==> config.mk <==
export PLATFORM = sky130hd
export DESIGN_NAME = crp_config_bank
export DESIGN_NICKNAME = d
export VERILOG_FILES = /design/src/pkg/crp_pkg.sv /design/src/core/crp_pin_edge.sv /design/src/core/crp_pin_drive.sv /design/src/core/crp_config_bank.sv
export SDC_FILE = /design/constraint.sdc
export NUM_CORES = 1
export LEC_CHECK = 0
export BUFFER_PORTS_ARGS = -buffer_cell sky130_fd_sc_hd__buf_2
export CORE_MARGIN = 3
export CORE_UTILIZATION = 55
export DETAILED_ROUTE_END_ITERATION = 16
export PLACE_DENSITY = 0.92
export REMOVE_ABC_BUFFERS = 1
export SLEW_MARGIN = 20
export SYNTH_ARGS = -nofsm -noshare
export SYNTH_HDL_FRONTEND = slang
export SYNTH_SLANG_ARGS = --single-unit
export TNS_END_PERCENT = 1
==> constraint.sdc <==
create_clock -name i_sys_clk -period 2.6 [get_ports i_sys_clk]
set_input_delay 0.52 -clock i_sys_clk [delete_from_list [all_inputs] [get_ports i_sys_clk]]
set_output_delay 0.52 -clock i_sys_clk [all_outputs]
set_load 0.005 [all_outputs]
==> src/pkg/crp_pkg.sv <==
package crp_pkg;
  // Embedded-processor access widths and routed pin counts
  localparam int unsigned XADDR_W = 16;
  localparam int unsigned SADDR_W = 8;
  localparam int unsigned DATA_W = 8;
  localparam int unsigned ROUTE_PINS = 8;
  localparam int unsigned UPPER_PINS = 4;

  // Special-function register space
  localparam logic [7:0] SFR_PIN_DIRECTION_UPPER = 8'ha2;

  // External data region, configuration window 2xxx
  localparam logic [3:0] XDATA_REGION = 4'h2;
  localparam logic [15:0] XA_ENGINE_CONTROL = 16'h2000;
  localparam logic [15:0] XA_CHOP_CONTROL = 16'h2002;
  localparam logic [15:0] XA_RESERVED_MISC = 16'h2003;
  localparam logic [15:0] XA_CLOCK_OUTPUT_CONTROL = 16'h2004;
  localparam logic [15:0] XA_CONVERTER_POWER = 16'h2005;
  localparam logic [15:0] XA_PIN_OPTION = 16'h2008;
  localparam logic [15:0] XA_PIN_ROUTE_4_5 = 16'h200b;
  localparam logic [15:0] XA_PIN_ROUTE_6_7 = 16'h200c;
  localparam logic [15:0] XA_PIN_ROUTE_8_9 = 16'h200d;
  localparam logic [15:0] XA_PIN_ROUTE_10_11 = 16'h200e;

  // Field positions
  localparam int unsigned ENGINE_ENABLE_BIT = 4;
  localparam int unsigned ENGINE_EQU_LSB = 5;
  localparam int unsigned CHOP_LSB = 4;
  localparam int unsigned TEST_CLOCK_DISABLE_BIT = 4;
  localparam int unsigned CONVERTER_DISABLE_BIT = 3;
  localparam int unsigned VAR_PULSE_OPTION_BIT = 2;
  localparam int unsigned WATT_PULSE_OPTION_BIT = 3;
  localparam int unsigned EEPROM_OPTION_BIT = 4;
  localparam int unsigned DIRECTION_LSB = 4;

  // Writable masks; other bits read back as zero, except misc bits 2:0 which return status
  localparam logic [7:0] MISC_WRITE_MASK = 8'h18;
  localparam logic [7:0] MISC_READ_ONLY_MASK = 8'h07;
  localparam logic [7:0] ROUTE_WRITE_MASK = 8'h77;
  localparam logic [7:0] PIN_OPTION_WRITE_MASK = 8'h1c;

  // Values after power-up
  localparam logic [7:0] CONFIG_RESET = 8'h00;

  // Pin resource codes
  typedef enum logic [2:0] {
    CRP_RES_NONE = 3'b000,
    CRP_RES_RSVD = 3'b001,
    CRP_RES_TIMER0 = 3'b010,
    CRP_RES_TIMER1 = 3'b011,
    CRP_RES_HI_RISE = 3'b100,
    CRP_RES_LO_RISE = 3'b101,
    CRP_RES_HI_FALL = 3'b110,
    CRP_RES_LO_FALL = 3'b111
  } crp_resource_t;
endpackage

==> src/core/crp_pin_edge.sv <==
`timescale 1ns/1ps
`default_nettype none
// One routed pin: edge detection and resource decode
module crp_pin_edge
  import crp_pkg::*;
(
  // Clock and reset
  input wire logic i_sys_clk,
  input wire logic i_rst,
  // Pin level and its selector
  input wire logic i_pin,
  input wire logic [2:0] i_resource_code,
  // Per-pin resource requests
  output logic o_timer_zero,
  output logic o_timer_one,
  output logic o_high_event,
  output logic o_low_event
);
  logic last_level;
  logic next_last_level;
  logic rise;
  logic fall;

  // Previous level for edge detection
  always_comb begin
    next_last_level = i_pin;
  end

  always_ff @(posedge i_sys_clk) begin
    if (i_rst) begin
      last_level <= 1'b0;
    end else begin
      last_level <= next_last_level;
    end
  end

  assign rise = i_pin & ~last_level;
  assign fall = ~i_pin & last_level;

  // Decode of the selector; none and reserved connect nothing
  always_comb begin
    o_timer_zero = 1'b0;
    o_timer_one = 1'b0;
    o_high_event = 1'b0;
    o_low_event = 1'b0;
    unique case (crp_resource_t'(i_resource_code))
      CRP_RES_NONE, CRP_RES_RSVD: begin
        o_timer_zero = 1'b0;
      end
      CRP_RES_TIMER0: o_timer_zero = i_pin;
      CRP_RES_TIMER1: o_timer_one = i_pin;
      CRP_RES_HI_RISE: o_high_event = rise;
      CRP_RES_LO_RISE: o_low_event = rise;
      CRP_RES_HI_FALL: o_high_event = fall;
      CRP_RES_LO_FALL: o_low_event = fall;
    endcase
  end
endmodule
`default_nettype wire

==> src/core/crp_pin_drive.sv <==
`timescale 1ns/1ps
`default_nettype none
// Output selection for one of pins 4 to 7
module crp_pin_drive (
  // Configuration
  input wire logic i_gpio_mode,
  input wire logic i_direction_out,
  input wire logic i_alt_enable,
  input wire logic i_alt_value,
  input wire logic i_alt_oe,
  input wire logic i_alt_forced,
  // Port value
  input wire logic i_port_value,
  // Pad controls
  output logic o_value,
  output logic o_oe
);
  // Forced alternates own the pad; others need an output direction
  always_comb begin
    o_value = 1'b0;
    o_oe = 1'b0;
    if (i_alt_forced) begin
      o_value = i_alt_value;
      o_oe = i_alt_oe;
    end else if (i_gpio_mode && i_direction_out) begin
      o_oe = 1'b1;
      o_value = i_alt_enable ? i_alt_value : i_port_value;
    end
  end
endmodule
`default_nettype wire

==> src/core/crp_config_bank.sv <==
`timescale 1ns/1ps
`default_nettype none
// Functional notes
// - All configuration bits clear to zero at reset.
// - Read-only fields ignore writes and only return values.
// - Direction sits in special-function space; the rest decode at 2xxx.
// - Engine parameters come straight from configuration register contents.
// - Converter disable bit drives the converter and bias shut-off output.
// - Chop codes 00 and 11 enable chopping; 01 and 10 disable it.
// - Test clock pin driven while its disable bit is zero.
// - Selector 0 none, 1 reserved, 2 timer zero clock, 3 timer one.
// - Codes 4 and 6: high-priority interrupt on rising, falling edge.
// - Codes 5 and 7: low-priority interrupt on rising, falling edge.
// - Pins sharing one resource are ORed together.
// - Upper direction bit 1 makes pin 4..7 an output, 0 an input.
// - Direction ignored when pin is not general-purpose I/O.
// - Watt option with pin 6 output drives the energy pulse.
// - VAR option with pin 7 output drives the reactive pulse.
// - EEPROM option makes pin 4 serial clock, pin 5 serial data.
module crp_config_bank
  import crp_pkg::*;
(
  // Clock and reset
  input wire logic i_sys_clk,
  input wire logic i_rst,
  // External data access from the embedded processor
  input wire logic [15:0] i_xdata_addr,
  input wire logic i_xdata_wr,
  input wire logic i_xdata_rd,
  // Special-function register access
  input wire logic [7:0] i_sfr_addr,
  input wire logic i_sfr_wr,
  input wire logic i_sfr_rd,
  // Shared write data and read data
  input wire logic [7:0] i_wdata,
  output logic [7:0] o_rdata,
  output logic o_rdata_valid,
  // Read-only status shown in the misc register
  input wire logic [2:0] i_misc_status,
  // Routed pins 4 to 11 and the modes of pins 4 to 7
  input wire logic [7:0] i_pin,
  input wire logic [3:0] i_upper_gpio_mode,
  input wire logic [3:0] i_port_value,
  // Pulse and EEPROM sources
  input wire logic i_energy_pulse,
  input wire logic i_reactive_pulse,
  input wire logic i_eeprom_scl,
  input wire logic i_eeprom_sda_out,
  input wire logic i_eeprom_sda_oe,
  input wire logic i_test_clock_src,
  // Pins 4 to 7 pad controls
  output logic [3:0] o_upper_pin_out,
  output logic [3:0] o_upper_pin_oe,
  output logic o_eeprom_sda_in,
  // Resources fed by pins
  output logic o_timer_zero_clock,
  output logic o_timer_one_clock,
  output logic o_high_priority_ext_interrupt,
  output logic o_low_priority_ext_interrupt,
  // Analog and engine controls
  output logic o_converter_disable,
  output logic o_chop_active,
  output logic o_engine_enable,
  output logic [2:0] o_engine_equation,
  output logic o_test_clock_pin,
  output logic o_test_clock_pin_oe
);
  // Configuration storage
  logic [7:0] pin_direction_upper;
  logic [7:0] engine_control;
  logic [7:0] chop_control;
  logic [7:0] reserved_misc;
  logic [7:0] clock_output_control;
  logic [7:0] converter_power;
  logic [7:0] pin_option;
  logic [7:0] pin_route [4];
  logic [7:0] next_pin_direction_upper;
  logic [7:0] next_engine_control;
  logic [7:0] next_chop_control;
  logic [7:0] next_reserved_misc;
  logic [7:0] next_clock_output_control;
  logic [7:0] next_converter_power;
  logic [7:0] next_pin_option;
  logic [7:0] next_pin_route [4];

  // Read path
  logic [7:0] rdata;
  logic rdata_valid;
  logic [7:0] next_rdata;
  logic next_rdata_valid;

  // Resource and pad outputs
  logic [7:0] timer_zero_req;
  logic [7:0] timer_one_req;
  logic [7:0] high_req;
  logic [7:0] low_req;
  logic [3:0] pad_value;
  logic [3:0] pad_oe;
  logic timer_zero_clock;
  logic timer_one_clock;
  logic high_irq;
  logic low_irq;
  logic [3:0] upper_pin_out;
  logic [3:0] upper_pin_oe;
  logic eeprom_sda_in;
  logic test_clock_pin;
  logic test_clock_pin_oe;
  logic chop_active;
  logic next_timer_zero_clock;
  logic next_timer_one_clock;
  logic next_high_irq;
  logic next_low_irq;
  logic [3:0] next_upper_pin_out;
  logic [3:0] next_upper_pin_oe;
  logic next_eeprom_sda_in;
  logic next_test_clock_pin;
  logic next_test_clock_pin_oe;
  logic next_chop_active;

  logic xdata_hit;
  logic eeprom_mode;
  logic [3:0] alt_enable;
  logic [3:0] alt_value;
  logic [3:0] alt_oe;
  logic [3:0] alt_forced;

  assign xdata_hit = (i_xdata_addr[15:12] == XDATA_REGION);
  assign eeprom_mode = pin_option[EEPROM_OPTION_BIT];

  // Register writes; only writable bits take the data
  always_comb begin
    next_pin_direction_upper = pin_direction_upper;
    next_engine_control = engine_control;
    next_chop_control = chop_control;
    next_reserved_misc = reserved_misc;
    next_clock_output_control = clock_output_control;
    next_converter_power = converter_power;
    next_pin_option = pin_option;
    for (int k = 0; k < 4; k++) begin
      next_pin_route[k] = pin_route[k];
    end
    if (i_sfr_wr && (i_sfr_addr == SFR_PIN_DIRECTION_UPPER)) begin
      next_pin_direction_upper = i_wdata;
    end
    if (i_xdata_wr && xdata_hit) begin
      unique case (i_xdata_addr)
        XA_ENGINE_CONTROL: next_engine_control = i_wdata;
        XA_CHOP_CONTROL: next_chop_control = i_wdata;
        XA_RESERVED_MISC: next_reserved_misc = i_wdata & MISC_WRITE_MASK;
        XA_CLOCK_OUTPUT_CONTROL: next_clock_output_control = i_wdata;
        XA_CONVERTER_POWER: next_converter_power = i_wdata;
        XA_PIN_OPTION: next_pin_option = i_wdata & PIN_OPTION_WRITE_MASK;
        XA_PIN_ROUTE_4_5: next_pin_route[0] = i_wdata & ROUTE_WRITE_MASK;
        XA_PIN_ROUTE_6_7: next_pin_route[1] = i_wdata & ROUTE_WRITE_MASK;
        XA_PIN_ROUTE_8_9: next_pin_route[2] = i_wdata & ROUTE_WRITE_MASK;
        XA_PIN_ROUTE_10_11: next_pin_route[3] = i_wdata & ROUTE_WRITE_MASK;
        default: next_pin_option = pin_option;
      endcase
    end
  end

  always_ff @(posedge i_sys_clk) begin
    if (i_rst) begin
      pin_direction_upper <= CONFIG_RESET;
      engine_control <= CONFIG_RESET;
      chop_control <= CONFIG_RESET;
      reserved_misc <= CONFIG_RESET;
      clock_output_control <= CONFIG_RESET;
      converter_power <= CONFIG_RESET;
      pin_option <= CONFIG_RESET;
      for (int k = 0; k < 4; k++) begin
        pin_route[k] <= CONFIG_RESET;
      end
    end else begin
      pin_direction_upper <= next_pin_direction_upper;
      engine_control <= next_engine_control;
      chop_control <= next_chop_control;
      reserved_misc <= next_reserved_misc;
      clock_output_control <= next_clock_output_control;
      converter_power <= next_converter_power;
      pin_option <= next_pin_option;
      for (int k = 0; k < 4; k++) begin
        pin_route[k] <= next_pin_route[k];
      end
    end
  end

  // Read data, one cycle after the strobe; unmapped reads return zero
  always_comb begin
    next_rdata = 8'h00;
    next_rdata_valid = i_sfr_rd | i_xdata_rd;
    if (i_sfr_rd && (i_sfr_addr == SFR_PIN_DIRECTION_UPPER)) begin
      next_rdata = pin_direction_upper;
    end else if (i_xdata_rd && xdata_hit) begin
      unique case (i_xdata_addr)
        XA_ENGINE_CONTROL: next_rdata = engine_control;
        XA_CHOP_CONTROL: next_rdata = chop_control;
        XA_RESERVED_MISC: next_rdata = reserved_misc | {5'h00, i_misc_status};
        XA_CLOCK_OUTPUT_CONTROL: next_rdata = clock_output_control;
        XA_CONVERTER_POWER: next_rdata = converter_power;
        XA_PIN_OPTION: next_rdata = pin_option;
        XA_PIN_ROUTE_4_5: next_rdata = pin_route[0];
        XA_PIN_ROUTE_6_7: next_rdata = pin_route[1];
        XA_PIN_ROUTE_8_9: next_rdata = pin_route[2];
        XA_PIN_ROUTE_10_11: next_rdata = pin_route[3];
        default: next_rdata = 8'h00;
      endcase
    end
  end

  always_ff @(posedge i_sys_clk) begin
    if (i_rst) begin
      rdata <= 8'h00;
      rdata_valid <= 1'b0;
    end else begin
      rdata <= next_rdata;
      rdata_valid <= next_rdata_valid;
    end
  end

  // One edge detector and decoder per routed pin
  for (genvar p = 0; p < ROUTE_PINS; p++) begin : g_route
    crp_pin_edge u_edge (
      .i_sys_clk(i_sys_clk),
      .i_rst(i_rst),
      .i_pin(i_pin[p]),
      .i_resource_code(pin_route[p / 2][(p % 2) * 4 +: 3]),
      .o_timer_zero(timer_zero_req[p]),
      .o_timer_one(timer_one_req[p]),
      .o_high_event(high_req[p]),
      .o_low_event(low_req[p])
    );
  end

  // Alternate uses of pins 4 to 7
  always_comb begin
    alt_enable = 4'h0;
    alt_value = 4'h0;
    alt_oe = 4'h0;
    alt_forced = 4'h0;
    alt_forced[0] = eeprom_mode;
    alt_value[0] = i_eeprom_scl;
    alt_oe[0] = 1'b1;
    alt_forced[1] = eeprom_mode;
    alt_value[1] = 1'b0; // Open drain: pull low only
    alt_oe[1] = i_eeprom_sda_oe & ~i_eeprom_sda_out;
    alt_enable[2] = pin_option[WATT_PULSE_OPTION_BIT];
    alt_value[2] = i_energy_pulse;
    alt_enable[3] = pin_option[VAR_PULSE_OPTION_BIT];
    alt_value[3] = i_reactive_pulse;
  end

  for (genvar u = 0; u < UPPER_PINS; u++) begin : g_upper
    crp_pin_drive u_drive (
      .i_gpio_mode(i_upper_gpio_mode[u]),
      .i_direction_out(pin_direction_upper[DIRECTION_LSB + u]),
      .i_alt_enable(alt_enable[u]),
      .i_alt_value(alt_value[u]),
      .i_alt_oe(alt_oe[u]),
      .i_alt_forced(alt_forced[u]),
      .i_port_value(i_port_value[u]),
      .o_value(pad_value[u]),
      .o_oe(pad_oe[u])
    );
  end

  // Resource merge and pad registers
  always_comb begin
    next_timer_zero_clock = |timer_zero_req;
    next_timer_one_clock = |timer_one_req;
    next_high_irq = |high_req;
    next_low_irq = |low_req;
    next_upper_pin_out = pad_value;
    next_upper_pin_oe = pad_oe;
    next_eeprom_sda_in = i_pin[1];
    next_test_clock_pin = i_test_clock_src;
    next_test_clock_pin_oe = ~clock_output_control[TEST_CLOCK_DISABLE_BIT];
    // Chop decode taken from the next value so it lands with the write
    next_chop_active = ~^next_chop_control[CHOP_LSB +: 2];
  end

  always_ff @(posedge i_sys_clk) begin
    if (i_rst) begin
      timer_zero_clock <= 1'b0;
      timer_one_clock <= 1'b0;
      high_irq <= 1'b0;
      low_irq <= 1'b0;
      upper_pin_out <= 4'h0;
      upper_pin_oe <= 4'h0;
      eeprom_sda_in <= 1'b0;
      test_clock_pin <= 1'b0;
      test_clock_pin_oe <= 1'b0;
      chop_active <= ~^CONFIG_RESET[CHOP_LSB +: 2];
    end else begin
      timer_zero_clock <= next_timer_zero_clock;
      timer_one_clock <= next_timer_one_clock;
      high_irq <= next_high_irq;
      low_irq <= next_low_irq;
      upper_pin_out <= next_upper_pin_out;
      upper_pin_oe <= next_upper_pin_oe;
      eeprom_sda_in <= next_eeprom_sda_in;
      test_clock_pin <= next_test_clock_pin;
      test_clock_pin_oe <= next_test_clock_pin_oe;
      chop_active <= next_chop_active;
    end
  end

  // Control outputs from configuration flops and the registered chop decode
  assign o_converter_disable = converter_power[CONVERTER_DISABLE_BIT];
  assign o_chop_active = chop_active;
  assign o_engine_enable = engine_control[ENGINE_ENABLE_BIT];
  assign o_engine_equation = engine_control[ENGINE_EQU_LSB +: 3];
  assign o_rdata = rdata;
  assign o_rdata_valid = rdata_valid;
  assign o_timer_zero_clock = timer_zero_clock;
  assign o_timer_one_clock = timer_one_clock;
  assign o_high_priority_ext_interrupt = high_irq;
  assign o_low_priority_ext_interrupt = low_irq;
  assign o_upper_pin_out = upper_pin_out;
  assign o_upper_pin_oe = upper_pin_oe;
  assign o_eeprom_sda_in = eeprom_sda_in;
  assign o_test_clock_pin = test_clock_pin;
  assign o_test_clock_pin_oe = test_clock_pin_oe;
endmodule
`default_nettype wire

==> impl_results.md <==
- CTS root buf: clkbuf_8
- Share of cell area taken by muxes after synthesis: ~16%
- Row count: 33
- Post-synthesis adder-cell area fraction: 0%
- Arrival time worst endpoint: ~2400 ps
- Worst-case clock skew: about 13 ps
- RSZ-0062 raised after global routing: no
- Antenna violations before repair: 0
- Via count of the first global-routing pass: 4203
- Antenna Nets Post-Route: 0
- Launch instance of the worst register-to-register path: pin_route[1][0]$_SDFFE_PP0P_
- Main combinational cell family by area after synthesis: simple AND/OR/NAND/NOR gates
- Final wirelength: 13900 µm
- Synth Cell Area: 0.00473 mm²
- Portion of the post-synthesis area used by sequential elements: 42.7%
- Maximum clock path buffer count: 2
- Maximum fanout along the worst path: 8
- Initial Utilization: 57.0%
- Number of buffers added by the clock tree synthesis step: 9
- Setup violation total in the final timing report: 0
- Hpwl dp: approximately 11000 µm
- Commonest non-fill, non-tap cell in the layout: dfxtp_1
- Clock transition time at the flip-flop clock pins of the worst setup and hold paths: 110 ps
- Area of the die: 0.00975 mm²
- Count of flip-flops with a built-in enable after synthesis: 0
- Syn Inst Count: 499
- Number of design rule violations left after detail routing: 0
- Highest-delay cell along the critical path: or4b_4
- Layout-stage area growth over the synthesis result: 16.6%
- Number of detailed-route iterations in the first pass: 5
- Power per unit of standard cell area: 501 mW/mm²
- Net count of the finished layout: 650
- Cell area after placement: 0.00532 mm²
- Hold Path Class: primary input to flop
- Maximum number of pins on one net before global-route repair: 35
- Startpoint of the tightest hold check path: i_sfr_rd
- Via density: 6.24
- Grt ovf: 0
- Crit path capture type: flop
- Number of instances resized during post-cts repair: 0
- Die Span Y: 98.8 µm
- Max-slew violations: 0
- Starting DRT DRC Count: between 300 and 400
- Crit-path cells: buf_2 > or4b_4 > nor3_2 > nand4b_2 > a21boi_0 > a311oi_1
- Commonest register cell after synthesis: dfxtp_1
- Slew headroom: ~58%
- Via count: 4348
- Hold slack: 375 ps
- RD Place Congestion: 0.919
- Number of clock sinks: 101
- Post-layout utilization of the core: 66.5%
- VDD IR max: 306 µV
- Overall fraction of global-route tracks in use: 28.3%
- Critical Path RT: between 2000 and 3000 ps
- Sum of negative setup slack: 0 ps
- CP max stage delay: 610 ps
- Clock latency of the later-clocked register in the worst-skew pair: 370 ps
- Global-route wire length before repair: 22000 µm
- Buffer count from post-CTS setup fixing: 0
- Compound-cell area share of the yosys netlist: 13.2%
- Synth cell types: 62
- Launching element of the worst setup path: i_xdata_addr[12]
- CTS H-tree lvls: 3
- Total of flip-flops plus latches after synthesis: 101
- Top Family by Delay on Critical Path: simple AND/OR/NAND/NOR gates
- Actual slew at the worst max-slew pin: 621 ps
- Die boundary width: 98.8 µm
- Top-level I/O count: 93
- Warnings from Yosys: 0
- Buffers on Ports: 92
- Number of fill cells: 645
- Count of antenna diodes in the layout: 0
- Final hold viol count: 0
- Hold-fix buffers at CTS: 0
- Bufs and invs on worst path: 1
- CTS tree: done
- Run status: completed
- CP startpoint kind: primary input
- Highest achievable clock rate: 460 MHz
- Min Tclk post-route: between 2000 and 2500 ps
- Routed wirelength normalized by instance count: 20.0 µm
- Core region area: 0.00830 mm²
- Top library cells by usage in the layout, fill and taps aside: dfxtp_1, buf_2, nor2_1, mux2i_1, nand2_1
- Avg Cell Area, Syn: 9.48 µm²
- Synth Area in XOR/XNOR: 0.555%
- Max-capacitance violation count: 0
- Leakage dissipation: 0.00234 µW
- Post-route cell area: around 0.0055 mm²
- Synth async-reset ratio: 0%
- Post-route fraction of the period consumed by the critical path: 83.5%
- Fraction of layout cells with a size suffix above 1: about a quarter
- Type of the setup path with the least slack: primary input to flop
- Post-Synth Simple-Gate Area: 23.3%
- Reg2reg setup slack: around 830 ps
==> metal layers <==
metal | vias to the layer above | track usage [%] | routed length (µm)
met1 | 2074 | 38.1 | 5560
met3 | 30 | 4.25 | 1260
li1 | 1986 | - | -
met4 | 0 | 9.56 | 329
met2 | 258 | 46.6 | 6780
met5 | - | 0 | 0
==> path summary, 6_finish.rpt <==
kind | to | cells past startpoint
max | o_rdata[0]$_SDFF_PP0_ | 6
min | o_rdata_valid$_SDFF_PP0_ | 3
min reg2reg | o_test_clock_pin_oe$_SDFF_PP0_ | 1
max reg2reg | o_rdata[0]$_SDFF_PP0_ | 5
==> logic make-up (layout without fill, tap and decap cells) <==
group	count (synthesis)	after routing
DFF	101	101
muxes	74	74
buffers and inverters	43	136
xor gates and xnor gates	3	3
and+or+nand+nor	189	189
AOI/OAI and AO/OA	89	89
==> report_power, final <==
part | leakage, µW | total, µW | switching (µW) | internal (µW)
clock network | 0.0000985 | 999 | 617 | 382
logic | 0.00143 | 204 | 125 | 79.3
registers | 0.000816 | 1560 | 4.07 | 1560
==> Yosys cell counts, types with 4 or more instances <==
cell      number  area share (%)
nand3_1        5            0.53
buf_4          4            0.63
buf_2          5            0.53
o211ai_1       8             1.3
a21oi_1       13             1.4
o21ai_0       19             2.0
mux2_2         5             1.2
inv_1          9            0.71
a22oi_1        5            0.79
and3b_1       10             1.9
o22ai_1        6            0.79
nor3b_1       11             1.7
nand3b_1       8             1.3
nor2_1        82             6.5
mux2i_1       67              14
nand2_1       23             1.8
a22o_1         6             1.1
dfxtp_1      101              43
nor2b_1       13             1.7
clkbuf_1      22             1.7
nor4_1         5            0.66
==> through the flow <==
step           setup WS (ps)  total power (µW)  std cells
5_1_grt                  367              2850        697
6_report                 428              2760        697
2_1_floorplan            311              1650        465
3_3_place_gp             111              1790        681
3_5_place_dp            91.9              1790        681
4_1_cts                  477              2770        697
==> area by class of cell <==
| class | count | area, µm² | share of cell area, % |
|---|---|---|---|
| multi-input cells | 355 | 2530 | 45.8 |
| flip-flops and latches | 101 | 2020 | 36.7 |
| repair buffers | 111 | 603 | 10.9 |
| well taps | 105 | 131 | 2.38 |
| clock buffers | 9 | 124 | 2.25 |
| clock inverters | 7 | 75.1 | 1.36 |
| inverters | 9 | 33.8 | 0.612 |
==> flip-flops by register name, summed over array words and instances, names as in the netlist, 2 cells and up <==
signal	cells
clock_output_control	8
reserved_misc	2
o_upper_pin_out	4
o_upper_pin_oe	4
engine_control	8
pin_option	3
pin_direction_upper	8
o_rdata	8
g_route.u_edge.last_level	7
chop_control	8
converter_power	8
pin_route	24
==> worst register-to-register path, delay by kind of cell (launching register included) <==
kind | cells | cell delay, ps
compound gates | 4 | 930
flops | 1 | 400
mux | 1 | 300
Power figures use the tool's default switching activity.
